`src/core/pisr_cfg.svh`:
```
// Purpose: constants of the pack info readout block
// Assumes: SMBus slave on two pins, config image in a small memory
// Notes:   definitions only
`ifndef PISR_CFG_SVH
`define PISR_CFG_SVH

// Command codes
`define PISR_CMD_SPEC     8'h1a
`define PISR_CMD_DATE     8'h1b
`define PISR_CMD_SERIAL   8'h1c
`define PISR_CMD_MAKER    8'h20
`define PISR_CMD_MODEL    8'h21
`define PISR_CMD_CHEM     8'h22
`define PISR_CMD_VPARAM   8'h23
`define PISR_CMD_PACK     8'h2f
`define PISR_CMD_CELL_LO  8'h3c
`define PISR_CMD_CELL_HI  8'h3f

// Config image locations
`define PISR_NV_SPEC      7'h14
`define PISR_NV_DATE      7'h16
`define PISR_NV_SERIAL    7'h18
`define PISR_NV_MAKER     7'h20
`define PISR_NV_MODEL     7'h30
`define PISR_NV_PACKCFG   7'h3f
`define PISR_NV_CHEM      7'h40
`define PISR_NV_VPARAM    7'h50

// String limits and fixed block length
`define PISR_MAX_MAKER    4'hb
`define PISR_MAX_MODEL    4'h7
`define PISR_MAX_CHEM     4'h4
`define PISR_VPARAM_LEN   8'h07

// Pack configuration bit that arms the midrange correction
`define PISR_MIDFIX_BIT   1

// Error codes
`define PISR_ERR_OK       3'h0
`define PISR_ERR_UNSUP    3'h3
`define PISR_ERR_DENIED   3'h4

// Default slave address
`define PISR_SLAVE_ADDR   7'h0b

`endif

```
`src/core/pisr_pkg.sv`:
```
// Purpose: types of the pack info readout block
// Assumes: constants come from pisr_cfg.svh
// Notes:   state of the top is one packed struct
package pisr_pkg;

   // Bus engine states
   typedef enum logic [2:0] {
      PISR_IDLE = 3'b000,
      PISR_ADDR = 3'b001,
      PISR_CMD  = 3'b010,
      PISR_WDAT = 3'b011,
      PISR_ACK  = 3'b100,
      PISR_TX   = 3'b101,
      PISR_HACK = 3'b110
   } pisr_state_e;

   // Live measurement and protection inputs
   typedef struct packed {
      logic        cal_en;       // Offset calibration enabled
      logic        cal_done;     // Offset calibration finished
      logic        coulomb;      // Converter pulse activity
      logic        learn_ok;     // Discharge cycle qualifies
      logic        safety_exc;   // Safety output limits exceeded
      logic        over;         // Over protect condition
      logic        under;        // Under protect condition
      logic        use_cell;     // Monitor cell instead of pack
      logic        midfix_done;  // Midrange correction attempted
      logic [15:0] pack_mv;      // Pack voltage
      logic [15:0] cell_min_mv;  // Lowest cell voltage
      logic [15:0] low_voltage_warn_mv;      // Second discharge threshold
      logic [15:0] edv_pend_mv;  // Pending discharge threshold
   } pisr_meas_s;

   // Whole state of the top module
   typedef struct packed {
      logic [2:0]  scl_s;        // Clock pin synchroniser
      logic [2:0]  sda_s;        // Data pin synchroniser
      logic        scl_f;        // Filtered clock level
      logic        sda_f;        // Filtered data level
      pisr_state_e st;           // Engine state
      pisr_state_e nst;          // State after acknowledge
      logic [3:0]  cnt;          // Bit counter
      logic [7:0]  sreg;         // Shift register
      logic [7:0]  cmd;          // Latched command
      logic        cmd_ok;       // Command valid for a read
      logic [3:0]  bidx;         // Byte index of reply
      logic        hnack;        // Host refused last byte
      logic        drive;        // Pull data low
      logic [2:0]  err;          // Last error code
      logic [7:0]  pack_cfg;     // Pack configuration mirror
      logic        ocal;         // Offset cancel on
      logic        safety_limit_tripped;          // Safety limit tripped
   } pisr_st_s;

endpackage : pisr_pkg

```
`src/core/pisr_nv_mirror.sv`:
```
// Purpose: mirror of the configuration image
// Assumes: loader writes one byte a cycle
// Notes:   read data registered, one cycle latency
`timescale 1ns/1ps
module pisr_nv_mirror #(
   parameter int AW = 7,                     // Address width
   parameter int DW = 8                      // Data width
) (
   input  wire logic          mclk,          // System clock
   input  wire logic          wr_en,         // Write strobe
   input  wire logic [AW-1:0] wr_addr,       // Write address
   input  wire logic [DW-1:0] wr_data,       // Write data
   input  wire logic [AW-1:0] rd_addr,       // Read address
   output logic      [DW-1:0] rd_data        // Registered read data
);
   logic [DW-1:0] mem [2**AW];

   // No reset on the array so it can map to plain RAM
   always_ff @(posedge mclk) begin
      if (wr_en) begin
         mem[wr_addr] <= wr_data;
      end
      rd_data <= mem[rd_addr];
   end
endmodule : pisr_nv_mirror

```
`src/core/pisr_top.sv`:
```
// Purpose: SMBus readout of pack identity, status and cell voltages
// Assumes: configuration image loaded through the nv write port
// Notes:   slave never stretches the clock; data pin is open drain
`timescale 1ns/1ps
`include "pisr_cfg.svh"
module pisr_top
   import pisr_pkg::*;
#(
   parameter logic [6:0] SLAVE_ADDR = `PISR_SLAVE_ADDR  // Bus address
) (
   input  wire logic             mclk,        // 125 MHz clock
   input  wire logic             resetn,      // Async reset, low
   input  wire logic             smb_clk_in,  // Bus clock pin
   input  wire logic             smb_dat_in,  // Bus data pin level
   output logic                  smb_dat_out, // Data out, always low
   output logic                  smb_dat_oe,  // Data pull enable
   input  wire logic             nv_wr,       // Image byte write
   input  wire logic [6:0]       nv_waddr,    // Image byte address
   input  wire logic [7:0]       nv_wdata,    // Image byte data
   input  wire pisr_meas_s       meas,        // Live measurements
   input  wire logic [3:0][15:0] cell_mv,     // Cell voltages 1..4
   output logic      [7:0]       pack_status, // Status byte
   output logic      [7:0]       pack_cfg,    // Configuration byte
   output logic      [2:0]       err_code     // Last error code
);
   pisr_st_s   s;
   pisr_st_s   n;
   logic [6:0] nv_raddr;
   logic [7:0] nv_rdata;
   logic [7:0] stat_byte;
   logic [7:0] tx_byte;
   logic [15:0] mon_mv;
   logic       scl_new;
   logic       sda_new;
   logic       scl_rise;
   logic       scl_fall;
   logic       start_c;
   logic       stop_c;
   logic       tx_load;

   // Codes this block answers
   function automatic logic is_ro_cmd(input logic [7:0] c);
      return (c == `PISR_CMD_SPEC) || (c == `PISR_CMD_DATE) ||
             (c == `PISR_CMD_SERIAL) || (c == `PISR_CMD_MAKER) ||
             (c == `PISR_CMD_MODEL) || (c == `PISR_CMD_CHEM) ||
             (c == `PISR_CMD_VPARAM) || (c == `PISR_CMD_PACK) ||
             ((c >= `PISR_CMD_CELL_LO) && (c <= `PISR_CMD_CELL_HI));
   endfunction : is_ro_cmd

   // Base location of a command's bytes in the image
   function automatic logic [6:0] nv_base(input logic [7:0] c);
      case (c)
         `PISR_CMD_SPEC:   return `PISR_NV_SPEC;
         `PISR_CMD_DATE:   return `PISR_NV_DATE;
         `PISR_CMD_SERIAL: return `PISR_NV_SERIAL;
         `PISR_CMD_MAKER:  return `PISR_NV_MAKER;
         `PISR_CMD_MODEL:  return `PISR_NV_MODEL;
         `PISR_CMD_CHEM:   return `PISR_NV_CHEM;
         default:          return `PISR_NV_VPARAM;
      endcase
   endfunction : nv_base

   // String limit of a block command
   function automatic logic [3:0] blk_max(input logic [7:0] c);
      case (c)
         `PISR_CMD_MAKER: return `PISR_MAX_MAKER;
         `PISR_CMD_MODEL: return `PISR_MAX_MODEL;
         default:         return `PISR_MAX_CHEM;
      endcase
   endfunction : blk_max

   pisr_nv_mirror #(
      .AW (7),
      .DW (8)
   ) u_nv (
      .mclk    (mclk),
      .wr_en   (nv_wr),
      .wr_addr (nv_waddr),
      .wr_data (nv_wdata),
      .rd_addr (nv_raddr),
      .rd_data (nv_rdata)
   );

   // Reply byte address; settles during the acknowledge bit
   assign nv_raddr = nv_base(s.cmd) + {3'h0, s.bidx};

   // Monitored voltage picked by the program option
   assign mon_mv = meas.use_cell ? meas.cell_min_mv : meas.pack_mv;

   // Status byte, bit 3 unused
   assign stat_byte = {s.ocal,
                       (mon_mv <= meas.low_voltage_warn_mv),
                       meas.coulomb,
                       meas.learn_ok,
                       1'b0,
                       s.safety_limit_tripped,
                       meas.over,
                       meas.under};

   // Byte to send for the current command and index
   always_comb begin
      tx_byte = 8'hff;
      case (s.cmd)
         `PISR_CMD_SPEC, `PISR_CMD_DATE, `PISR_CMD_SERIAL: begin
            // Word images stored low byte at the lower location
            if (s.bidx < 4'h2) begin
               tx_byte = nv_rdata;
            end
         end
         `PISR_CMD_MAKER, `PISR_CMD_MODEL, `PISR_CMD_CHEM: begin
            // Clamp a bad length so the host never over-reads
            if (s.bidx == 4'h0) begin
               tx_byte = (nv_rdata > {4'h0, blk_max(s.cmd)}) ?
                         {4'h0, blk_max(s.cmd)} : nv_rdata;
            end else if (s.bidx <= blk_max(s.cmd)) begin
               tx_byte = nv_rdata;
            end
         end
         `PISR_CMD_VPARAM: begin
            case (s.bidx)
               4'h0:    tx_byte = `PISR_VPARAM_LEN;
               4'h1, 4'h2, 4'h3, 4'h4, 4'h5:
                        tx_byte = nv_rdata;
               4'h6:    tx_byte = meas.edv_pend_mv[7:0];
               4'h7:    tx_byte = meas.edv_pend_mv[15:8];
               default: tx_byte = 8'hff;
            endcase
         end
         `PISR_CMD_PACK: begin
            if (s.bidx == 4'h0) begin
               tx_byte = stat_byte;
            end else if (s.bidx == 4'h1) begin
               tx_byte = s.pack_cfg;
            end
         end
         default: begin
            // Cell commands: 0x3c is the fourth cell
            if (s.bidx == 4'h0) begin
               tx_byte = cell_mv[2'd3 - s.cmd[1:0]][7:0];
            end else if (s.bidx == 4'h1) begin
               tx_byte = cell_mv[2'd3 - s.cmd[1:0]][15:8];
            end
         end
      endcase
   end

   // Filtered pin levels: a change counts once stages 2 and 3 agree
   assign scl_new  = (s.scl_s[1] == s.scl_s[2]) ? s.scl_s[2] : s.scl_f;
   assign sda_new  = (s.sda_s[1] == s.sda_s[2]) ? s.sda_s[2] : s.sda_f;
   assign scl_rise = scl_new & ~s.scl_f;
   assign scl_fall = ~scl_new & s.scl_f;
   assign start_c  = s.scl_f & scl_new & s.sda_f & ~sda_new;
   assign stop_c   = s.scl_f & scl_new & ~s.sda_f & sda_new;
   assign tx_load  = scl_fall & ~start_c & ~stop_c &
                     (((s.st == PISR_ACK) && (s.nst == PISR_TX)) ||
                      ((s.st == PISR_HACK) && !s.hnack));

   // Next state of the whole block
   always_comb begin
      n       = s;
      n.scl_s = {s.scl_s[1:0], smb_clk_in};
      n.sda_s = {s.sda_s[1:0], smb_dat_in};
      n.scl_f = scl_new;
      n.sda_f = sda_new;

      // Offset cancel: set on completion, zero while disabled
      if (!meas.cal_en) begin
         n.ocal = 1'b0;
      end else if (meas.cal_done) begin
         n.ocal = 1'b1;
      end
      // Safety trip holds until reset
      if (meas.safety_exc) begin
         n.safety_limit_tripped = 1'b1;
      end
      // Loader write wins so a reload rearms the correction
      if (nv_wr && (nv_waddr == `PISR_NV_PACKCFG)) begin
         n.pack_cfg = nv_wdata;
      end else if (meas.midfix_done) begin
         n.pack_cfg[`PISR_MIDFIX_BIT] = 1'b0;
      end

      if (stop_c) begin
         n.st     = PISR_IDLE;
         n.drive  = 1'b0;
         n.cmd_ok = 1'b0;
      end else if (start_c) begin
         n.st    = PISR_ADDR;
         n.cnt   = 4'h0;
         n.bidx  = 4'h0;
         n.drive = 1'b0;
      end else begin
         case (s.st)
            PISR_ADDR, PISR_CMD, PISR_WDAT: begin
               if (scl_rise) begin
                  n.sreg = {s.sreg[6:0], sda_new};
                  n.cnt  = s.cnt + 4'h1;
               end else if (scl_fall && (s.cnt == 4'h8)) begin
                  n.st  = PISR_ACK;
                  n.nst = PISR_IDLE;
                  if (s.st == PISR_ADDR) begin
                     if (s.sreg[7:1] == SLAVE_ADDR) begin
                        // Reads only after a valid command
                        if (!s.sreg[0]) begin
                           n.drive = 1'b1;
                           n.nst   = PISR_CMD;
                        end else if (s.cmd_ok) begin
                           n.drive = 1'b1;
                           n.nst   = PISR_TX;
                        end
                     end
                  end else if (s.st == PISR_CMD) begin
                     n.cmd    = s.sreg;
                     n.cmd_ok = is_ro_cmd(s.sreg);
                     n.drive  = is_ro_cmd(s.sreg);
                     n.err    = is_ro_cmd(s.sreg) ? `PISR_ERR_OK :
                                                    `PISR_ERR_UNSUP;
                     n.nst    = is_ro_cmd(s.sreg) ? PISR_WDAT :
                                                    PISR_IDLE;
                  end else begin
                     // Data byte of a write: refuse it
                     n.err    = `PISR_ERR_DENIED;
                     n.cmd_ok = 1'b0;
                  end
               end
            end
            PISR_ACK: begin
               if (scl_fall) begin
                  n.cnt = 4'h0;
                  n.st  = s.nst;
                  if (s.nst == PISR_TX) begin
                     n.sreg  = tx_byte;
                     n.drive = ~tx_byte[7];
                  end else begin
                     n.drive = 1'b0;
                  end
               end
            end
            PISR_TX: begin
               // Most significant bit first within each byte
               if (scl_fall) begin
                  if (s.cnt == 4'h7) begin
                     n.drive = 1'b0;
                     n.st    = PISR_HACK;
                     n.bidx  = s.bidx + 4'h1;
                  end else begin
                     n.sreg  = {s.sreg[6:0], 1'b0};
                     n.drive = ~s.sreg[6];
                     n.cnt   = s.cnt + 4'h1;
                  end
               end
            end
            PISR_HACK: begin
               if (scl_rise) begin
                  n.hnack = sda_new;
               end else if (scl_fall) begin
                  if (s.hnack) begin
                     n.st = PISR_IDLE;
                  end else begin
                     n.st    = PISR_TX;
                     n.cnt   = 4'h0;
                     n.sreg  = tx_byte;
                     n.drive = ~tx_byte[7];
                  end
               end
            end
            default: begin
               n.drive = 1'b0;
            end
         endcase
      end
   end

   // State register
   always_ff @(posedge mclk or negedge resetn) begin
      if (!resetn) begin
         s <= '0;
      end else begin
         s <= n;
      end
   end

   // Outputs
   assign smb_dat_out = 1'b0;
   assign smb_dat_oe  = s.drive;
   assign pack_status = stat_byte;
   assign pack_cfg    = s.pack_cfg;
   assign err_code    = s.err;

   // Checks
   property p_sov_hold;
      @(posedge mclk) disable iff (!resetn)
      s.safety_limit_tripped |=> s.safety_limit_tripped [*8];
   endproperty
   a_sov_hold: assert property (p_sov_hold)
      else $error("safety trip bit dropped");

   property p_sov_set;
      @(posedge mclk) disable iff (!resetn)
      meas.safety_exc |=> pack_status[2];
   endproperty
   a_sov_set: assert property (p_sov_set)
      else $error("safety trip not reported");

   property p_ocal_off;
      @(posedge mclk) disable iff (!resetn)
      !meas.cal_en |=> !pack_status[7];
   endproperty
   a_ocal_off: assert property (p_ocal_off)
      else $error("offset cancel set while disabled");

   property p_lvw;
      @(posedge mclk) disable iff (!resetn)
      pack_status[6] == (meas.use_cell ? (meas.cell_min_mv <= meas.low_voltage_warn_mv)
                                       : (meas.pack_mv <= meas.low_voltage_warn_mv));
   endproperty
   a_lvw: assert property (p_lvw)
      else $error("low voltage warning wrong");

   property p_prot;
      @(posedge mclk) disable iff (!resetn)
      pack_status[1:0] == {meas.over, meas.under} && !pack_status[3];
   endproperty
   a_prot: assert property (p_prot)
      else $error("protect bits do not follow inputs");

   property p_midfix;
      @(posedge mclk) disable iff (!resetn)
      meas.midfix_done && !nv_wr |=> !pack_cfg[`PISR_MIDFIX_BIT];
   endproperty
   a_midfix: assert property (p_midfix)
      else $error("midrange fix bit not cleared");

   property p_wr_deny;
      @(posedge mclk) disable iff (!resetn)
      (s.st == PISR_WDAT) && scl_fall && (s.cnt == 4'h8) &&
      !start_c && !stop_c
      |=> (err_code == `PISR_ERR_DENIED) && !smb_dat_oe;
   endproperty
   a_wr_deny: assert property (p_wr_deny)
      else $error("write to read-only code not refused");

   property p_status_lsb;
      @(posedge mclk) disable iff (!resetn)
      tx_load && (s.cmd == `PISR_CMD_PACK) && (s.bidx == 4'h0)
      |=> s.sreg == $past(stat_byte);
   endproperty
   a_status_lsb: assert property (p_status_lsb)
      else $error("status byte not sent first");

   property p_cell;
      @(posedge mclk) disable iff (!resetn)
      tx_load && (s.cmd == `PISR_CMD_CELL_LO) && (s.bidx == 4'h1)
      |=> s.sreg == $past(cell_mv[3][15:8]);
   endproperty
   a_cell: assert property (p_cell)
      else $error("cell voltage high byte wrong");

   c_read_done: cover property (@(posedge mclk) disable iff (!resetn)
      (s.st == PISR_HACK) && scl_fall && s.hnack);
   c_denied: cover property (@(posedge mclk) disable iff (!resetn)
      err_code == `PISR_ERR_DENIED);
   c_block: cover property (@(posedge mclk) disable iff (!resetn)
      tx_load && (s.cmd == `PISR_CMD_MAKER) && (s.bidx == 4'h3));
endmodule : pisr_top

```
`config.mk`:
```
export PLATFORM = sky130hd
export DESIGN_NAME = pisr_top
export DESIGN_NICKNAME = d
export VERILOG_FILES = /design/src/core/pisr_pkg.sv /design/src/core/pisr_nv_mirror.sv /design/src/core/pisr_top.sv
export VERILOG_INCLUDE_DIRS = /design/src /design/src/core
export SDC_FILE = /design/constraint.sdc
export NUM_CORES = 1
export LEC_CHECK = 0
export BUFFER_PORTS_ARGS = -buffer_cell sky130_fd_sc_hd__clkbuf_2
export CAP_MARGIN = 0
export CORE_ASPECT_RATIO = 1.75
export CORE_UTILIZATION = 64
export CTS_BUF_LIST = sky130_fd_sc_hd__clkbuf_8
export DETAILED_ROUTE_END_ITERATION = 10
export GPL_ROUTABILITY_DRIVEN = 0
export PLACE_DENSITY = 0.82
export REMOVE_ABC_BUFFERS = 1
export SLEW_MARGIN = 40
export SYNTH_ARGS = -nofsm -noshare
export SYNTH_HDL_FRONTEND = slang
export SYNTH_SLANG_ARGS = --single-unit
```
`constraint.sdc`:
```
create_clock -name mclk -period 4.8 [get_ports mclk]
set_input_delay 0.24 -clock mclk [delete_from_list [all_inputs] [get_ports mclk]]
set_output_delay 0.24 -clock mclk [all_outputs]
set_load 0.01 [all_outputs]
```
== Yosys cells after proc, flatten, opt, wreduce, memory -nomap -nowiden ==
Memory sizes are Yosys's and may differ from the RTL's. A register that Yosys moved wholly into a read port is not among the register bits.
Cells that the tools add are included.

* Bitwise logic cells: 17
* Mux-type cells: 85
* $lt $le $gt $ge: 7
* Equal/unequal tests: 66
* Add/sub/neg operators: 4
* Reduce and logical (&&, ||, !) cells: 35

{| class="wikitable"
|+ Operators with widths
! operator !! count
|-
| $mux 12 || 7
|-
| $eq 8x6->1 const B || 10
|-
| $mux 8 || 9
|-
| $pmux 8 s4 || 2
|-
| $eq 8x5->1 const B || 6
|-
| $pmux 12 s4 || 1
|-
| $mux 4 || 11
|-
| $mux 3 || 14
|-
| $pmux 7 s6 || 1
|-
| $bmux 16 s2 || 1
|-
| $mux 16 || 2
|-
| $ne 4x4->1 const B || 8
|-
| $mux 1 || 29
|-
| $ne 3x3->1 const B || 7
|-
| $eq 4x3->1 const B || 5
|-
| $ne 2x2->1 const B || 9
|-
| $le 16x16->1 || 1
|-
| $eq 3x3->1 const B || 4
|-
| $mux 6 || 2
|-
| $pmux 3 s4 || 1
|-
| $reduce_bool 2->1 || 6
|-
| $reduce_and 11->1 || 1
|-
| $ne 5x5->1 const B || 2
|-
| $not 1->1 || 10
|-
| 38 further kinds || 65
|}

* Input port bits: 157
* Output and inout bits: 21
* Register bits after elaboration: 54
* RAM bits: 1,024
* Memories: 1

{| class="wikitable"
|+ Memories
! memory !! words !! width !! rd ports !! clocked after memory_dff !! wr ports !! line !! text
|-
| u_nv.mem || 128 || 8 || 1 || 1 || 1 || pisr_nv_mirror.sv:16 || <nowiki>logic [DW-1:0] mem [2**AW];</nowiki>
|}

== Depth between registers and ports, before layout ==
Gate-level depths: netlist (run 1).

* Depth in word-level cells: 17
* Mapped depth: 16
* Mapped depth without buffers: 14

== Modules after synthesis ==
Synthesis (run 1) repeated with hierarchy kept, for this count alone.

* Cells, all modules: 2,189
* Area, all modules: 44,604.0 um^2

{| class="wikitable"
|+ By module, submodules not included
! module !! cells an instance !! area each (um^2) !! times used
|-
| pisr_nv_mirror || 1,635 || 39,653.0 || 1
|-
| pisr_top || 554 || 4,951.0 || 1
|}

== Worst setup path after synthesis (run 1) ==
Ideal clock, no wire load.

* Path kind: register to register
* Start: register s[27] in the netlist's numbering
* End: register u_nv.rd_data[5], read port of u_nv.mem
* Buffers on the path: 3
* Stages on the path, launching flop included: 13
* Data arrival time: 3.446 ns
* Setup time: 0.141 ns
* Setup slack: 1.213 ns
* Cell sequence: dfrtp_1 -> nor4b_1 -> nand2_1 -> nor3_1 -> ha_1 -> fa_1 -> buf_2 -> buf_2 -> buf_1 -> mux4_2 -> mux4_2 -> a211oi_1 -> a221oi_1

* Cells in the longest elaborated chain, start to end: 3

{| class="wikitable"
|+ RTL lines
! element !! line !! text
|-
| start, declared || pisr_top.sv:26 || <nowiki>pisr_st_s s;</nowiki>
|-
| start signal, assigned || pisr_top.sv:279 || <nowiki>s <= n;</nowiki>
|-
| $eq 8x6->1 / $eq 8x5->1 (equally long branches) || pisr_top.sv:52 || <nowiki>case (c)</nowiki>
|-
| $pmux 7 s6 (*) || pisr_top.sv:52 ||
|-
| $add 7x4->7 (*) || pisr_top.sv:85 || <nowiki>assign nv_raddr = nv_base(s.cmd) + {3'h0, s.bidx};</nowiki>
|-
| end, declared || pisr_nv_mirror.sv:14 || <nowiki>output logic [DW-1:0] rd_data</nowiki>
|}

Mark *: on every way between the ends. The rest lies on a longest branch, timed or not.
A chain may end at the register's enable or synchronous reset.

== Worst setup path after layout (run 1) ==
* Start: register s[27] in the netlist's numbering
* End: register u_nv.rd_data[3], read port of u_nv.mem

The elaborated chain is that of the path after synthesis.

==> results of run 1 <==
per-stage QoR:
stage	setup slack, ns	hold slack [ns]	area, um2
finish	0.1160	-0.004527	49790
global route	0.05999	0.02031	49790
CTS	0.1730	0.008584	49710
detailed placement	0.1967	0.3418	46890
global placement	0.2629	0.3452	46810
floorplan	-8.145	-0.05559	44230
layout make-up:
| type | instances | area (um2) | area share, % |
|---|---|---|---|
| Timing Repair Buffer | 236 | 1529 | 3.071 |
| Multi-Input combinational cell | 1126 | 12040 | 24.17 |
| Tap cell | 910 | 1139 | 2.287 |
| Clock buffer | 158 | 2175 | 4.367 |
| Antenna cell | 1 | 2.502 | 0.005026 |
| Inverter | 31 | 116.4 | 0.2337 |
| Clock inverter | 105 | 555.5 | 1.116 |
| Sequential cell | 1085 | 32240 | 64.75 |
timing repair:
item | CTS | global route
setup endpoints to repair | 0 | 1
hold buffers | 9 | 2
resized for setup | 0 | 1
endpoints found under the hold margin | 122 | 82
per-layer routing:
| layer | GRT usage [%] | routed length [um] | vias up |
|---|---|---|---|
| li1 | - | - | 10230 |
| met1 | 35.96 | 35040 | 12506 |
| met2 | 55.57 | 59120 | 1663 |
| met3 | 5.611 | 9033 | 393 |
| met4 | 20.05 | 7566 | 0 |
| met5 | 0 | 0 | - |
state kept, by name (all words and copies together), names as in the netlist:
signal / flops
u_nv.mem: 1024
smb_dat_oe: 1
s: 36
pack_status: 2
err_code: 2
n: 4
pack_cfg: 8
u_nv.rd_data: 8
cells in the final DEF, fill, tap and decap left out, types with 44 or more instances in the layout:
cell type / instances
clkbuf_2: 167
edfxtp_1: 1024
nor2_1: 143
clkbuf_8: 158
nand2_1: 102
mux4_2: 292
a21oi_1: 56
dfrtp_1: 52
o21ai_0: 44
inv_1: 79
mux2i_1: 64
report_power, final:
group / switching (uW) / internal (uW) / leakage, uW
registers: 142 / 10400 / 0.00996
clock network: 3320 / 3300 / 0.00157
logic: 490 / 256 / 0.00442
total: 3960 / 14000 / 0.0159
logic make-up (layout without fill, tap and decap cells):
kind of cell | after synthesis | after routing | share of synthesized area, %
AOI/OAI and AO/OA | 240 | 240 | 3.516
DFF | 1085 | 1085 | 71.62
other | 1 | 3 | 0.008331
xor gates and xnor gates | 6 | 6 | 0.1585
muxes | 394 | 394 | 16.98
adders and majority gates | 36 | 36 | 1.006
buffers and inverters | 175 | 530 | 2.004
and+or+nand+nor | 448 | 448 | 4.706
worst max-delay path, delay by kind of cell, from the launching register on:
kind / cells / cell delay (ns)
buffers and inverters: 1 / 0.24
adders and majority gates: 2 / 0.89
DFF: 1 / 0.44
muxes: 3 / 1.48
AOI/OAI and AO/OA: 1 / 0.22
and+or+nand+nor: 3 / 1.18
final timing paths:
kind,to,slack [ns],cells after the start
worst min register to register,n[53],0.37,0
max in group asynchronous,s[15],4.14,3
min in group asynchronous,pack_cfg[3],0.11,3
worst max-delay path,u_nv.rd_data[3],0.12,10
worst min-delay path,u_nv.mem[43][6],-0.005,1
worst max register to register,u_nv.rd_data[3],0.12,10
==> results_dict.tcl, run 1 <==
set metrics [dict create \
    outcome "finished, violations left" \
    violations "negative hold slack" \
    drv_cap 0 \
    antenna_found_initial 1 \
    fmax_ghz 0.2135 \
    rsz0062_at_grt "false" \
    ys_types 76 \
    fillers 3924 \
    min_path_type "primary input to flop" \
    end_kind "flop" \
    async_flop_share_pct 4.885 \
    fin_nets 2817 \
    dieArea_um2 71440 \
    portBuffers 175 \
    synth_edf_count 1024 \
    utilization_pct 71.64 \
    stdcell_count 3652 \
    track_usage_pct 31.76 \
    yosys_warnings 0 \
    postCtsSetupBuffers 0 \
    path_cells "nor4b_1, nand2_1, nor3_1, ha_4, fa_4, buf_12, mux4_2, mux4_2, mux2i_1, a221oi_1" \
    syn-cell-area_um2 45010 \
    holdWs_ns -0.004527 \
    cp_max_fo 56 \
    critical_path_class "flop to flop" \
    required_ns 5.43 \
    syn-mean-instance-area_um2 18.87 \
    wire_per_inst_um 30.33 \
    relSlewSlack_pct 40.33 \
    ir_drop_mv 0.1918 \
    vias 24792 \
    firstDrtPassIters 8 \
    cts_buffer_depth 3 \
    arrival_ns 5.32 \
    synth.most_common_cell "edfxtp_1" \
    cts_tree "built" \
    grt_start_max_net_pins 100 \
    insertion_delay_ns 0.80 \
    grt.overflow.total 0 \
    die_w_um 202.5 \
    tightest_slew_ns 0.8918 \
    synth.area.top_cells "edfxtp_1 68%, mux4_2 15%, dfrtp_1 2.9%" \
    drive_above_1_share_pct 29.19 \
    min_period_ns 4.684 \
    worst_path_most_repeated_cell "mux4_2" \
    cp_slowest_cell "fa_4" \
    cts.sinks 1085 \
    grt_pass1_vias 25724 \
    setup.worst_path.start "s[27]" \
    p_leak_uw 0.01594 \
    r2r_start "s[27]" \
    rows 128 \
    syn_to_final_growth_pct 10.62 \
    die_y_um 352.8 \
    fin_total_pwr_uw 17960 \
    coreArea_um2 69510 \
    root_buffer "clkbuf_8" \
    ant_nets 0 \
    critPathMaxStageDelay_ns 0.69 \
    final.setup_skew_ns 0.03780 \
    powerDensity_nw_per_um2 360.6 \
    worstSetupStartpointType "flop" \
    path_clk_slew_ns 0.06 \
    setup-tns-final_ns 0 \
    hp-start "nv_wdata[6]" \
    timing_hold_violations_final 6 \
    ys_seq_area_share_pct 71.62 \
    drc 0 \
    synthFlopType "edfxtp_1" \
    place_inst 3377 \
    slew_viol_final 0 \
    dp_hpwl_um 71890 \
    postSynthCellCount 2385 \
    start_util_pct 64.76 \
    netlist.area_leader.share_pct 68.31 \
    ios 178 \
    drt-initial-drc-count 2951 \
    post-route-period-util_pct 97.58 \
    synthTopCellsByCount "1024 x edfxtp_1, 292 x mux4_2, 180 x nor2_1" \
    setup_viol 0 \
    wl_um 110800 \
    grt_pass1_wl_um 162700 \
    cts_buffers 146 \
    ys_ff_latch 1085 \
    yosysTopAreaCell "edfxtp_1" \
    htreeDepth 4 \
    vias_per_cell 6.789 \
]
Power figures use the tool's default switching activity.
==> run 2: changes to the inputs <==
--- a/config.mk
+++ b/config.mk
@@ -9,11 +9,11 @@
 export BUFFER_PORTS_ARGS = -buffer_cell sky130_fd_sc_hd__clkbuf_2
 export CAP_MARGIN = 0
 export CORE_ASPECT_RATIO = 1.75
-export CORE_UTILIZATION = 64
+export CORE_UTILIZATION = 65
 export CTS_BUF_LIST = sky130_fd_sc_hd__clkbuf_8
 export DETAILED_ROUTE_END_ITERATION = 10
 export GPL_ROUTABILITY_DRIVEN = 0
-export PLACE_DENSITY = 0.82
+export PLACE_DENSITY = 0.83
 export REMOVE_ABC_BUFFERS = 1
 export SLEW_MARGIN = 40
 export SYNTH_ARGS = -nofsm -noshare
==> constraint.sdc (replaced) <==
create_clock -name mclk -period 5.8 [get_ports mclk]
set_input_delay 0.29 -clock mclk [delete_from_list [all_inputs] [get_ports mclk]]
set_output_delay 0.29 -clock mclk [all_outputs]
set_load 0.01 [all_outputs]
==> run 2 against run 1 <==
The run now ends clean. Maximum frequency shrank 12%. Cell count down 0.38%. Non-clock buffer count is the same. Sequential power fell by 17%. Critical path depth grew 1. Via count up 0.70%. Die area is 1.5% lower. Sequential share of layout area up 0.15 points. Count of clock-buffer cells in the layout down 8. Worst setup slack better by 0.38 ns. Global-route usage grew 0.055 points. Design area down 0.24%. Critical endpoint is now u_nv.rd_data[5]. Largest cell class unchanged.
==> results_dict.tcl, run 2 (synthesis gave the netlist of run 1 again) <==
set metrics [dict create \
    worstSetupStartpointType "flop" \
    arrival_ns 5.90 \
    fmax_ghz 0.1887 \
    p_seq_share_pct 59.4 \
    powerDensity_nw_per_um2 297.3 \
    r2r_setup_slack_ns 0.50 \
    required_ns 6.40 \
    p_int_uw 11520 \
    swShare_pct 21.97 \
    min_path_type "primary input to flop" \
    die_y_um 350.1 \
    pwr-share-comb_pct 4.2 \
    wl_um 109900 \
    clockPowerShare_pct 36.4 \
    path_clk_slew_ns 0.07 \
    rsz0062_at_grt "false" \
    largest_register "u_nv.mem" \
    ir_drop_mv 0.1989 \
    cts.sinks 1085 \
    antenna_found_initial 1 \
    wire_per_inst_um 30.20 \
    die_w_um 200.9 \
    fin_total_pwr_uw 14770 \
    cts_tree "built" \
    ant_nets 0 \
    ios 178 \
    min_period_ns 5.301 \
    vias 24965 \
    critical_path_class "flop to flop" \
    grt_pass1_wl_um 160700 \
    relSlewSlack_pct 37.40 \
    largest_reg_flops 1024 \
    r2r_cells 11 \
    drt-initial-drc-count 2922 \
    stdcell_area_um2 49670 \
    grt_start_max_net_pins 102 \
    drive_above_1_share_pct 29.48 \
    layout_common_cells "1024 x edfxtp_1, 292 x mux4_2, 168 x clkbuf_2" \
    grt.overflow.total 0 \
    vias_per_cell 6.862 \
    cp_max_fo 35 \
    holdPathStages 1 \
    track_usage_pct 31.82 \
    p_leak_uw 0.01585 \
    syn_to_final_growth_pct 10.36 \
    start_util_pct 65.72 \
    slew_viol_final 0 \
    post-route-period-util_pct 91.39 \
    tightest_slew_ns 0.9390 \
    post_dp_cell_area_um2 46840 \
    dp_hpwl_um 73020 \
    setup_viol 0 \
    dieArea_um2 70350 \
    pre_cts_ws_ns 0.7423 \
    fin_nets 2816 \
    end_kind "flop" \
    post_cts_resized 0 \
    utilization_pct 72.53 \
    drv_cap 0 \
    portBuffers 175 \
    insertion_delay_ns 0.77 \
    timing_hold_violations_final 0 \
    cts_buffer_depth 3 \
    final.setup_skew_ns 0.03344 \
    rows 127 \
    p_switching_uw 3245 \
    postCtsSetupBuffers 0 \
    outcome "completed" \
    coreArea_um2 68490 \
    grt_pass1_vias 25649 \
    top_regs "u_nv.mem: 1024 flops, s: 36 flops" \
    firstDrtPassIters 7 \
    final_common_cell "edfxtp_1" \
    cts_buffers 145 \
    htreeDepth 4 \
    root_buffer "clkbuf_8" \
    drc 0 \
    worst_slack_ns 0.4993 \
]
run 2: cell types whose count changed in the layout (fill, tap and decap cells not counted), moves of 4 or more:
cell and change:
inv_1 -12, clkbuf_8 -8, nor2_2 +7, buf_4 +6
nor2_1 -6, clkinv_1 +5, buf_12 -4, clkinv_2 +4
run 2: cell type report:
type | count | area, um2
fillers | 3770 | 18810
inverters | 31 | 116.4
repair buffers | 236 | 1466
clock inverters | 106 | 601.8
flip-flops and latches | 1085 | 32240
diodes | 1 | 2.502
multi-input cells | 1126 | 12050
clock buffers | 150 | 2064
well taps | 903 | 1130
run 2: final timing paths:
| check | from | to |
|---|---|---|
| setup / recovery | s[27] | u_nv.rd_data[5] |
| min in group asynchronous | resetn | s[39] |
| max in group asynchronous | resetn | s[15] |
| hold reg to reg | n[52] | n[53] |
| hold / removal | nv_wdata[7] | u_nv.mem[127][7] |
| setup reg to reg | s[27] | u_nv.rd_data[5] |
run 2: stage by stage:
| step | setup TNS (ns) | cells | hold slack, ns |
|---|---|---|---|
| 3_3_place_gp | 0 | 3369 | 0.3445 |
| 4_1_cts | 0 | 3636 | 0.01119 |
| 6_report | 0 | 3638 | 0.08339 |
| 2_1_floorplan | -131.16 | 2242 | -0.005591 |
| 5_1_grt | 0 | 3638 | 0.05801 |
| 3_5_place_dp | 0 | 3370 | 0.3509 |
run 2: power groups by stage:
stage / logic (uW) / registers, uW / clock network, uW
floorplan: 283 / 8890 / 0
global placement: 558 / 8920 / 0
detailed placement: 597 / 8930 / 0
CTS: 604 / 8760 / 5430
global route: 660 / 8770 / 5720
finish: 617 / 8770 / 5380
run 2: layer usage:
metal	vias up	part of all wire (%)	wire, um	global-route usage [%]
met3	456	8.1	8898	5.740
li1	10233	-	-	-
met2	1735	53	58220	56.22
met5	-	0	0	0
met1	12541	32	34610	35.13
met4	0	7.4	8120	21.47
run 2: critical path: stages (launching register included):
cell and delay, ns:
dfrtp_1 0.44, nor4b_1 0.63, nand2_1 0.19, nor3_1 0.32, ha_4 0.20, fa_4 0.85
buf_12 0.29, buf_4 0.30, mux4_2 0.35, mux4_2 0.51, a211oi_1 0.73, a221oi_1 0.26
run 2: timing repair:
item	in CTS	in global routing
hold buffers	10	0
setup endpoints to repair	0	0
hold endpoints to repair	131	0
